--- config.mk ---
export PLATFORM = sky130hd
export DESIGN_NAME = acl_entry_match
export DESIGN_NICKNAME = d
export VERILOG_FILES = /design/src/field_match.v /design/src/acl_entry_match.v
export VERILOG_INCLUDE_DIRS = /design/src
export SDC_FILE = /design/constraint.sdc
export NUM_CORES = 1
export LEC_CHECK = 0
export BUFFER_PORTS_ARGS = -buffer_cell sky130_fd_sc_hd__buf_4
export CAP_MARGIN = 0
export CELL_PAD_IN_SITES_DETAIL_PLACEMENT = 1
export CELL_PAD_IN_SITES_GLOBAL_PLACEMENT = 1
export CORE_ASPECT_RATIO = 0.5
export CORE_UTILIZATION = 38
export DETAILED_ROUTE_END_ITERATION = 8
export GPL_TIMING_DRIVEN = 0
export PLACE_DENSITY_LB_ADDON = 0.3
export SLEW_MARGIN = 20
export SYNTH_ARGS = -nofsm -noshare
export SYNTH_HDL_FRONTEND = slang
export SYNTH_SLANG_ARGS = --single-unit
--- constraint.sdc ---
create_clock -name pclk -period 2.05 [get_ports pclk]
set_clock_uncertainty 0.1 [all_clocks]
set_input_delay 0.205 -clock pclk [delete_from_list [all_inputs] [get_ports pclk]]
set_output_delay 0.205 -clock pclk [all_outputs]
set_load 0.01 [all_outputs]
--- src/acl_defines.vh ---
`ifndef ACL_DEFINES_VH
`define ACL_DEFINES_VH

// ==========================================================
// register byte offsets
`define OFS_CTRL       8'h00
`define OFS_SRC_LO     8'h04
`define OFS_SRC_HI     8'h08
`define OFS_DST_LO     8'h0c
`define OFS_DST_HI     8'h10
`define OFS_VLAN       8'h14
`define OFS_SPA        8'h18
`define OFS_SPA_MASK   8'h1c
`define OFS_TPA        8'h20
`define OFS_TPA_MASK   8'h24
`define OFS_STATUS     8'h28

// ==========================================================
// control register field positions
`define CTL_FT_LSB     0
`define CTL_SRC_BIT    3
`define CTL_DST_LSB    4
`define CTL_TAG_LSB    7
`define CTL_VID_BIT    9
`define CTL_PRIO_BIT   10
`define CTL_OPC_LSB    11
`define CTL_RR_LSB     13
`define CTL_SPA_LSB    15
`define CTL_TPA_LSB    17
`define CTL_SHA_LSB    19
`define CTL_THA_LSB    21
`define CTL_LEN_LSB    23
`define CTL_HRD_LSB    25
`define CTL_PRO_LSB    27
`define CTL_WIDTH      29

// vlan register field positions
`define VLAN_VID_LSB   0
`define VLAN_PRIO_LSB  12
`define VLAN_WIDTH     15

// status register field positions
`define STS_CRIT_LSB   0
`define STS_HIT_BIT    16

// ==========================================================
// reset values: every criterion reads any
`define CTRL_RST       29'h0000000
`define VLAN_RST       15'h0000

// ==========================================================
// encodings
`define FT_ANY         3'h0
`define FT_ETH         3'h1
`define FT_ARP         3'h2
`define FT_IPV4        3'h3
`define FT_IPV6        3'h4
`define DST_ANY        3'h0
`define DST_MC         3'h1
`define DST_BC         3'h2
`define DST_UC         3'h3
`define DST_SPEC       3'h4
`define TAG_ANY        2'h0
`define TAG_ON         2'h1
`define TAG_OFF        2'h2
`define OPC_ANY        2'h0
`define OPC_ARP        2'h1
`define OPC_RARP       2'h2
`define OPC_OTHER      2'h3
`define RR_ANY         2'h0
`define RR_REQ         2'h1
`define RR_REP         2'h2
`define IPF_ANY        2'h0
`define IPF_HOST       2'h1
`define IPF_NET        2'h2
`define CHK_ANY        2'h0
`define CHK_ZERO       2'h1
`define CHK_ONE        2'h2
`define CMP_ANY        2'h0
`define CMP_EXACT      2'h1
`define CMP_MASKED     2'h2

// ==========================================================
// frame header constants
`define ETYPE_MIN      16'h0600
`define ETYPE_ARP      16'h0806
`define ETYPE_RARP     16'h8035
`define ETYPE_IPV4     16'h0800
`define ETYPE_IPV6     16'h86dd
`define OP_ARP_REQ     16'h0001
`define OP_ARP_REP     16'h0002
`define OP_RARP_REQ    16'h0003
`define OP_RARP_REP    16'h0004
`define HLN_ETH        8'h06
`define PLN_IPV4       8'h04
`define HRD_ETH        16'h0001
`define PRO_IP         16'h0800

`endif

--- src/field_match.v ---
`include "acl_defines.vh"

// ==========================================================
// one field compare: any, exact or under a mask
module field_match #(
  parameter W = 32
) (
  // selection
  input  wire [1:0]   mode,
  input  wire [W-1:0] value,
  input  wire [W-1:0] mask,
  // frame field
  input  wire [W-1:0] field,
  // result
  output reg          match
);

  always @* begin
    case (mode)
      `CMP_EXACT:  match = (field == value);
      `CMP_MASKED: match = ((field & mask) == (value & mask));
      default:     match = 1'b1;
    endcase
  end

endmodule

--- src/acl_entry_match.v ---
// Contract
// source address criterion only evaluated for ethernet-type or arp entries.
// source filter any ignores address; specific needs exact equality.
// destination filter: any, multicast, broadcast, unicast or specific.
// specific destination filter hits only on exact destination equality.
// tagged criterion any, tagged only or untagged only; resets to any.
// vlan id filter any, or frame id equals configured value.
// tag priority ignored or must equal configured 0 to 7.
// opcode class any, arp opcode, rarp opcode, or neither.
// request/reply any, request opcodes, or reply opcodes.
// sender protocol address any, full compare, or masked compare.
// target protocol address any, full compare, or masked compare.
// arp sender hw address vs source: 0 differs, 1 equals, any ignored.
// rarp target hw address vs source: 0 differs, 1 equals, any ignored.
// length check 1 needs hw length 6 and protocol length 4.
// hw space check 1 needs hardware type 1.
// protocol space check 1 needs protocol type 0x800.
// frame types exclusive; ethernet-type needs type at least 0x600, not arp.
// setting 0 of length and space checks is complement of 1.
// hit only when every criterion matches; any always matches.
//
// The APB interface to the registers and the register offsets were decided locally.
`include "acl_defines.vh"

module acl_entry_match (
  // clock and reset
  input  wire        pclk,
  input  wire        presetn,
  // apb slave
  input  wire        psel,
  input  wire        penable,
  input  wire        pwrite,
  input  wire [7:0]  paddr,
  input  wire [31:0] pwdata,
  output wire        pready,
  output reg  [31:0] prdata,
  output reg         pslverr,
  // parsed header from receive path
  input  wire        frame_valid,
  input  wire [47:0] destination_hw_address,
  input  wire [47:0] source_hw_address,
  input  wire        frame_tagged,
  input  wire [11:0] frame_vid,
  input  wire [2:0]  frame_prio,
  input  wire [15:0] frame_ethertype,
  input  wire [15:0] arp_hw_type,
  input  wire [15:0] arp_proto_type,
  input  wire [7:0]  arp_hw_len,
  input  wire [7:0]  arp_proto_len,
  input  wire [15:0] arp_opcode,
  input  wire [47:0] arp_sender_hw,
  input  wire [31:0] sender_protocol_address,
  input  wire [47:0] arp_target_hw,
  input  wire [31:0] arp_target_proto,
  // result
  output reg         hit_valid,
  output reg         hit,
  output wire [2:0]  frame_type_sel
);

  // ==========================================================
  // configuration registers
  reg  [`CTL_WIDTH-1:0]  ctrl_r;
  reg  [47:0]            src_addr_r;
  reg  [47:0]            dst_addr_r;
  reg  [`VLAN_WIDTH-1:0] vlan_r;
  reg  [31:0]            spa_r;
  reg  [31:0]            spa_mask_r;
  reg  [31:0]            tpa_r;
  reg  [31:0]            tpa_mask_r;
  reg  [15:0]            crit_last_r;
  reg                    hit_last_r;

  // ==========================================================
  // control fields
  wire [2:0]  ft_sel     = ctrl_r[`CTL_FT_LSB +: 3];
  wire        src_spec   = ctrl_r[`CTL_SRC_BIT];
  wire [2:0]  dst_sel    = ctrl_r[`CTL_DST_LSB +: 3];
  wire [1:0]  tag_sel    = ctrl_r[`CTL_TAG_LSB +: 2];
  wire        vid_spec   = ctrl_r[`CTL_VID_BIT];
  wire        prio_spec  = ctrl_r[`CTL_PRIO_BIT];
  wire [1:0]  opc_sel    = ctrl_r[`CTL_OPC_LSB +: 2];
  wire [1:0]  rr_sel     = ctrl_r[`CTL_RR_LSB +: 2];
  wire [1:0]  spa_sel    = ctrl_r[`CTL_SPA_LSB +: 2];
  wire [1:0]  tpa_sel    = ctrl_r[`CTL_TPA_LSB +: 2];
  wire [1:0]  sha_sel    = ctrl_r[`CTL_SHA_LSB +: 2];
  wire [1:0]  tha_sel    = ctrl_r[`CTL_THA_LSB +: 2];
  wire [1:0]  len_sel    = ctrl_r[`CTL_LEN_LSB +: 2];
  wire [1:0]  hrd_sel    = ctrl_r[`CTL_HRD_LSB +: 2];
  wire [1:0]  pro_sel    = ctrl_r[`CTL_PRO_LSB +: 2];
  wire [11:0] vid_val    = vlan_r[`VLAN_VID_LSB +: 12];
  wire [2:0]  prio_val   = vlan_r[`VLAN_PRIO_LSB +: 3];
  assign frame_type_sel = ft_sel;

  // ==========================================================
  // apb decode; zero wait states
  wire        apb_setup  = psel & ~penable;
  wire        apb_write  = psel & penable & pwrite;
  reg  [31:0] rd_data;
  reg         rd_hit;
  assign pready = 1'b1;
  always @* begin
    rd_hit  = 1'b1;
    rd_data = 32'h00000000;
    case (paddr)
      `OFS_CTRL:     rd_data = {3'h0, ctrl_r};
      `OFS_SRC_LO:   rd_data = src_addr_r[31:0];
      `OFS_SRC_HI:   rd_data = {16'h0000, src_addr_r[47:32]};
      `OFS_DST_LO:   rd_data = dst_addr_r[31:0];
      `OFS_DST_HI:   rd_data = {16'h0000, dst_addr_r[47:32]};
      `OFS_VLAN:     rd_data = {17'h00000, vlan_r};
      `OFS_SPA:      rd_data = spa_r;
      `OFS_SPA_MASK: rd_data = spa_mask_r;
      `OFS_TPA:      rd_data = tpa_r;
      `OFS_TPA_MASK: rd_data = tpa_mask_r;
      `OFS_STATUS:   rd_data = {15'h0000, hit_last_r, crit_last_r};
      default:       rd_hit  = 1'b0;
    endcase
  end
  // read data and error captured in setup, shown in access
  always @(posedge pclk or negedge presetn) begin
    if (!presetn) begin
      prdata  <= 32'h00000000;
      pslverr <= 1'b0;
    end else if (apb_setup) begin
      prdata  <= pwrite ? 32'h00000000 : rd_data;
      pslverr <= ~rd_hit;
    end
  end

  // status register is read only; writes there are dropped quietly
  always @(posedge pclk or negedge presetn) begin
    if (!presetn) begin
      ctrl_r     <= `CTRL_RST;
      src_addr_r <= 48'h000000000000;
      dst_addr_r <= 48'h000000000000;
      vlan_r     <= `VLAN_RST;
      spa_r      <= 32'h00000000;
      spa_mask_r <= 32'h00000000;
      tpa_r      <= 32'h00000000;
      tpa_mask_r <= 32'h00000000;
    end else if (apb_write) begin
      case (paddr)
        `OFS_CTRL:     ctrl_r             <= pwdata[`CTL_WIDTH-1:0];
        `OFS_SRC_LO:   src_addr_r[31:0]   <= pwdata;
        `OFS_SRC_HI:   src_addr_r[47:32]  <= pwdata[15:0];
        `OFS_DST_LO:   dst_addr_r[31:0]   <= pwdata;
        `OFS_DST_HI:   dst_addr_r[47:32]  <= pwdata[15:0];
        `OFS_VLAN:     vlan_r             <= pwdata[`VLAN_WIDTH-1:0];
        `OFS_SPA:      spa_r              <= pwdata;
        `OFS_SPA_MASK: spa_mask_r         <= pwdata;
        `OFS_TPA:      tpa_r              <= pwdata;
        `OFS_TPA_MASK: tpa_mask_r         <= pwdata;
        default:       ctrl_r             <= ctrl_r;
      endcase
    end
  end

  // ==========================================================
  // frame classification
  wire is_arp_et  = (frame_ethertype == `ETYPE_ARP);
  wire is_rarp_et = (frame_ethertype == `ETYPE_RARP);
  wire is_arp     = is_arp_et | is_rarp_et;
  wire is_ipv4    = (frame_ethertype == `ETYPE_IPV4);
  wire is_ipv6    = (frame_ethertype == `ETYPE_IPV6);
  // arp and ip frames never fall into the ethernet-type class
  wire is_eth     = (frame_ethertype >= `ETYPE_MIN) & ~is_arp & ~is_ipv4 & ~is_ipv6;
  wire arp_entry  = (ft_sel == `FT_ARP);
  reg  type_ok;
  always @* begin
    case (ft_sel)
      `FT_ETH:  type_ok = is_eth;
      `FT_ARP:  type_ok = is_arp;
      `FT_IPV4: type_ok = is_ipv4;
      `FT_IPV6: type_ok = is_ipv6;
      default:  type_ok = 1'b1;
    endcase
  end

  // ==========================================================
  // mac criteria
  wire src_applies = (ft_sel == `FT_ETH) | arp_entry;
  wire src_eq;
  wire dst_eq = (destination_hw_address == dst_addr_r);
  reg  dst_ok;

  field_match #(.W(48)) u_src (
    .mode  (src_spec ? `CMP_EXACT : `CMP_ANY),
    .value (src_addr_r),
    .mask  (48'hffffffffffff),
    .field (source_hw_address),
    .match (src_eq)
  );

  // group bit is the lsb of the first octet on the wire
  wire dst_bc = &destination_hw_address;
  wire dst_mc = destination_hw_address[40] & ~dst_bc;
  wire dst_uc = ~destination_hw_address[40];
  always @* begin
    case (dst_sel)
      `DST_MC:   dst_ok = dst_mc;
      `DST_BC:   dst_ok = dst_bc;
      `DST_UC:   dst_ok = dst_uc;
      `DST_SPEC: dst_ok = dst_eq;
      default:   dst_ok = 1'b1;
    endcase
  end
  wire src_ok = ~src_applies | src_eq;

  // ==========================================================
  // vlan criteria
  wire vid_ok;
  wire prio_ok;
  reg  tag_ok;
  always @* begin
    case (tag_sel)
      `TAG_ON:  tag_ok = frame_tagged;
      `TAG_OFF: tag_ok = ~frame_tagged;
      default:  tag_ok = 1'b1;
    endcase
  end
  field_match #(.W(12)) u_vid (
    .mode  (vid_spec ? `CMP_EXACT : `CMP_ANY),
    .value (vid_val),
    .mask  (12'hfff),
    .field (frame_vid),
    .match (vid_ok)
  );
  field_match #(.W(3)) u_prio (
    .mode  (prio_spec ? `CMP_EXACT : `CMP_ANY),
    .value (prio_val),
    .mask  (3'h7),
    .field (frame_prio),
    .match (prio_ok)
  );

  // ==========================================================
  // arp opcode criteria
  wire op_arp  = (arp_opcode == `OP_ARP_REQ) | (arp_opcode == `OP_ARP_REP);
  wire op_rarp = (arp_opcode == `OP_RARP_REQ) | (arp_opcode == `OP_RARP_REP);
  wire op_req  = (arp_opcode == `OP_ARP_REQ) | (arp_opcode == `OP_RARP_REQ);
  wire op_rep  = (arp_opcode == `OP_ARP_REP) | (arp_opcode == `OP_RARP_REP);
  reg  opc_ok;
  reg  rr_ok;

  always @* begin
    case (opc_sel)
      `OPC_ARP:   opc_ok = op_arp;
      `OPC_RARP:  opc_ok = op_rarp;
      `OPC_OTHER: opc_ok = ~op_arp & ~op_rarp;
      default:    opc_ok = 1'b1;
    endcase
  end
  always @* begin
    case (rr_sel)
      `RR_REQ: rr_ok = op_req;
      `RR_REP: rr_ok = op_rep;
      default: rr_ok = 1'b1;
    endcase
  end

  // ==========================================================
  // arp protocol address criteria
  wire spa_ok;
  wire tpa_ok;
  // host and network map straight onto exact and masked compare
  field_match #(.W(32)) u_spa (
    .mode  (spa_sel),
    .value (spa_r),
    .mask  (spa_mask_r),
    .field (sender_protocol_address),
    .match (spa_ok)
  );
  field_match #(.W(32)) u_tpa (
    .mode  (tpa_sel),
    .value (tpa_r),
    .mask  (tpa_mask_r),
    .field (arp_target_proto),
    .match (tpa_ok)
  );

  // ==========================================================
  // arp hardware address and header checks
  wire sha_same = (arp_sender_hw == source_hw_address);
  wire tha_same = (arp_target_hw == source_hw_address);
  wire len_good = (arp_hw_len == `HLN_ETH) & (arp_proto_len == `PLN_IPV4);
  wire hrd_good = (arp_hw_type == `HRD_ETH);
  wire pro_good = (arp_proto_type == `PRO_IP);
  reg  sha_ok;
  reg  tha_ok;
  reg  len_ok;
  reg  hrd_ok;
  reg  pro_ok;
  always @* begin
    case (sha_sel)
      `CHK_ZERO: sha_ok = is_arp_et & ~sha_same;
      `CHK_ONE:  sha_ok = is_arp_et & sha_same;
      default:   sha_ok = 1'b1;
    endcase
  end
  always @* begin
    case (tha_sel)
      `CHK_ZERO: tha_ok = is_rarp_et & ~tha_same;
      `CHK_ONE:  tha_ok = is_rarp_et & tha_same;
      default:   tha_ok = 1'b1;
    endcase
  end
  // setting 0 is read as the inverse of setting 1
  always @* begin
    case (len_sel)
      `CHK_ZERO: len_ok = ~len_good;
      `CHK_ONE:  len_ok = len_good;
      default:   len_ok = 1'b1;
    endcase
  end
  always @* begin
    case (hrd_sel)
      `CHK_ZERO: hrd_ok = ~hrd_good;
      `CHK_ONE:  hrd_ok = hrd_good;
      default:   hrd_ok = 1'b1;
    endcase
  end
  always @* begin
    case (pro_sel)
      `CHK_ZERO: pro_ok = ~pro_good;
      `CHK_ONE:  pro_ok = pro_good;
      default:   pro_ok = 1'b1;
    endcase
  end

  // ==========================================================
  // combine; arp fields only count for an arp entry
  wire [9:0] arp_raw = {pro_ok, hrd_ok, len_ok, tha_ok, sha_ok,
                        tpa_ok, spa_ok, rr_ok, opc_ok, 1'b1};
  wire [15:0] crit;
  genvar gi;
  assign crit[0] = type_ok;
  assign crit[1] = src_ok;
  assign crit[2] = dst_ok;
  assign crit[3] = tag_ok;
  assign crit[4] = vid_ok;
  assign crit[5] = prio_ok;
  generate
    for (gi = 0; gi < 10; gi = gi + 1) begin : g_arp
      assign crit[6+gi] = ~arp_entry | arp_raw[gi];
    end
  endgenerate
  wire all_ok = &crit;

  // ==========================================================
  // result, one cycle after frame_valid
  always @(posedge pclk or negedge presetn) begin
    if (!presetn) begin
      hit_valid   <= 1'b0;
      hit         <= 1'b0;
      crit_last_r <= 16'h0000;
      hit_last_r  <= 1'b0;
    end else begin
      hit_valid <= frame_valid;
      hit       <= frame_valid & all_ok;
      if (frame_valid) begin
        crit_last_r <= crit;
        hit_last_r  <= all_ok;
      end
    end
  end

endmodule

==> run_results.csv <==
group,metric,value,unit
status,status,"complete, but fails checks",
status,violations,"negative setup slack",
worst_setup_path,path_class,"reg2reg",
cts,cts_buffers,31,
global_route,grt_max_degree,80,
timing,period_share,125,%
detailed_routing,first_iter_violations,1700,
synthesis,yosysWarnings,0,
global_route,antenna_found_initial,9,
timing,worstMarginPinSlew,1.07,ns
worst_setup_path,crit_path_max_fanout,3,
finish,area_delta_synth_final,32.2,%
worst_setup_path,worst_setup_path_start_kind,"flop",
placement,place_area,21900,um^2
detailed_routing,totalWireLength,84.6,mm
floorplan,pin_count,437,
finish,fillCellCount,4931,
timing,setup_tns,-1.45,ns
worst_setup_path,crit_required,2.45,ns
pwr,p_sw,3.77,mW
cts,cts.root.buffer_cell,"clkbuf_16",
detailed_routing,drc,0,
global_route,grt_util_all_layers,34.9,%
synthesis,synth_top_area_cell,"dfrtp_1",
placement,hpwl,66.8,mm
finish,drive_gt1_share,43.1,%
pwr,internal-power,10.4,mW
detailed_routing,wl_per_cell,31.9,um
global_route,grt_first_pass_wirelength,119,mm
floorplan,core,45700,um^2
synthesis,avgSynthCellArea,11.7,um^2
run,maxCapViolCount,0,
floorplan,initial_core_util,38.9,%
pwr,pwr-share-clk,40.7,%
floorplan,die_h,155,um
synthesis,ys_ff_latch,320,
detailed_routing,drt_pass1_iterations,6,
synthesis,syn-num-nets,1931,
detailed_routing,viasPerCell,6.06,
global_route,grt-ovfl-total,0,
hold_path,hold_class,"in2async",
synthesis,netlist_area,17800,um^2
synthesis,yosysTopAreaCellShare,45.0,%
floorplan,die_area,47700,um^2
timing,min_period,2.57,ns
cts,htreeDepth,1,
pwr,seqPwrFrac,46.1,%
synthesis,synth_edf_count,0,
cts,clkLatencyLatePin,0.60,ns
pwr,finalPower,14.2,mW
pwr,p_comb_share,13.2,%
cts,cts_sinks,320,
timing,maxSlewViolCount,0,
synthesis,yosysUniqueCellTypes,65,
finish,final_area,23500,um^2
synthesis,synth_top_flop_cell,"dfrtp_1",
cts,clock_path_buffers,3,
pwr,power_leakage,11.0,nW
placement,io_buffers,420,
pwr,powerDensity,603,nW/um^2
timing,final_hold_viol_count,0,
detailed_routing,vias,16100,
pwr,p_sw_share,26.6,%
finish,layout.nets,2417,
timing,max_slew_margin,28.7,%
worst_setup_path,cp.arrival,2.97,ns
detailed_routing,antenna_left,0,
timing,setup_slack,-0.517,ns
synthesis,yosys-top-cells-area,"dfrtp_1, mux2_2, xor2_1",
timing,rsz0062_at_grt,"yes",
placement,gp_congestion,1.01,
floorplan,rows,55,
timing,timing.fmax,390,MHz
synthesis,syn_inst,1517,
global_route,grt_pass1_vias,16800,
synthesis,ys_seq_area_share,45.0,%
worst_setup_path,crit_path_end_kind,"flop",
pwr,ir_drop,541,uV
cts,cts_tree,"yes",
floorplan,chipWidth,308,um
cts,clk_pin_slew,0.07,ns
timing,setup_viol,18,
synthesis,synthArstFlopShare,100,%
==> power by group through the flow <==
| stage | Combinational (mW) | Sequential, mW | Clock [mW] |
|---|---|---|---|
| after global placement | 1.72 | 6.63 | 0 |
| after detailed placement | 1.78 | 6.63 | 0 |
| after CTS | 1.85 | 6.52 | 5.78 |
| after global routing | 1.98 | 6.53 | 6.00 |
| final | 1.87 | 6.53 | 5.77 |
| after floorplan | 0.554 | 6.58 | 0 |
==> layout make-up <==
type	instances	area [um^2]	share of cell area (%)
Antenna cell	2	5.00	0.0213
Buffer	81	445	1.89
Clock buffer	45	888	3.78
Clock inverter	11	85.1	0.362
Inverter	21	81.3	0.346
Multi-Input combinational cell	1094	9630	40.9
Sequential cell	320	8030	34.2
Tap cell	627	785	3.34
Timing Repair Buffer	454	3560	15.2
==> sequential cells by signal, summed over array words and instances, names as in the netlist <==
name	count
tpa_mask_r	32
hit_last_r	1
ctrl_r	29
hit_valid	1
hit	1
pslverr	1
dst_addr_r	48
vlan_r	15
crit_last_r	16
tpa_r	32
prdata	32
src_addr_r	48
spa_r	32
spa_mask_r	32
==> path summary, 6_finish.rpt <==
check / from / endpoint / depth (start not counted) / slack [ns]
worst max register to register: dst_addr_r[24]$_DFFE_PN0P_ / hit_last_r$_DFFE_PN0P_ / 8 / -0.52
worst min-delay path: presetn / tpa_r[25]$_DFFE_PN0P_ / 2 / 0.02
min in group pclk: frame_vid[3] / crit_last_r[4]$_DFFE_PN0P_ / 5 / 0.10
worst max-delay path: dst_addr_r[24]$_DFFE_PN0P_ / hit_last_r$_DFFE_PN0P_ / 8 / -0.52
worst min register to register: prdata[20]$_DFFE_PN0P_ / prdata[20]$_DFFE_PN0P_ / 1 / 0.41
max in group asynchronous: presetn / dst_addr_r[5]$_DFFE_PN0P_ / 5 / 0.35
==> cell families after synthesis <==
group | after synthesis | synth area share (%)
and+or+nand+nor | 292 | 9.42
xor gates and xnor gates | 277 | 13.6
adders and majority gates | 16 | 1.13
DFF | 320 | 45.0
buffers and inverters | 103 | 2.67
other | 1 | 0.0211
AOI/OAI and AO/OA | 231 | 10.6
muxes | 277 | 17.5
==> worst max-delay path, cell delays in order, from the launching register on <==
cell and delay, ns:
dfrtp_2 0.48, xnor2_1 0.18, nand4_1 0.26, nor4_2 0.25
nand4_1 0.13, buf_4 0.18, a2111oi_4 0.38, o2111ai_4 0.27
o32ai_2 0.25
==> Yosys cell counts (4+ instances only) <==
| cell | number |
|---|---|
| dfrtp_1 | 320 |
| a221oi_1 | 22 |
| a21oi_1 | 15 |
| nor2_1 | 35 |
| nor4b_1 | 6 |
| or4_1 | 5 |
| a22oi_1 | 84 |
| buf_6 | 4 |
| nand4_1 | 55 |
| xnor2_1 | 109 |
| mux2_2 | 263 |
| nor2_2 | 5 |
| nor2b_1 | 4 |
| nand2_1 | 31 |
| nor3_1 | 17 |
| nand3_1 | 30 |
| a22o_1 | 54 |
| buf_2 | 25 |
| a222oi_1 | 29 |
| mux2i_1 | 4 |
| ha_1 | 16 |
| clkbuf_1 | 18 |
| xor2_1 | 168 |
| inv_1 | 21 |
| mux2_1 | 10 |
| o21ai_0 | 5 |
| nand2_2 | 5 |
| buf_4 | 7 |
| and3_1 | 16 |
| nor4_1 | 58 |
| buf_1 | 28 |
==> routing by layer <==
metal | up-vias | global-route usage (%) | share of wire (%)
met3 | 174 | 9.93 | 11
met4 | 2 | 10.8 | 3.3
met5 | - | 0 | 0.015
met1 | 8346 | 46.2 | 40
li1 | 6665 | - | -
met2 | 907 | 55.3 | 46
==> through the flow <==
stage               instances  worst slack, ns  utilization, %  hold slack, ns
floorplan                1517         0.000498               -          -0.191
finish                   2655           -0.517            51.5          0.0180
CTS                      2649           -0.439            51.0          0.0371
global route             2653           -0.524            51.4          0.0664
global placement         2564            -2.40            47.5           0.258
detailed placement       2569            -1.21            47.8          0.0500
==> what timing repair did <==
item                       CTS  global route
setup endpoints to repair  136           105
gates resized for setup     56            52
setup buffers                3             4
hold endpoints to repair   236             0
pin swaps                   12             8
hold buffers                22             0
==> cells in the final DEF, fill, tap and decap left out, types with 31 or more instances in the layout <==
master and count:
clkbuf_16 31, nand2_1 31, nor4_1 53, a22o_1 52, xnor2_1 99, nand4_1 55
dfrtp_1 300, a22oi_1 84, mux2_2 262, xor2_1 165, buf_4 437
No activity file was read; power rests on OpenSTA's default activity.
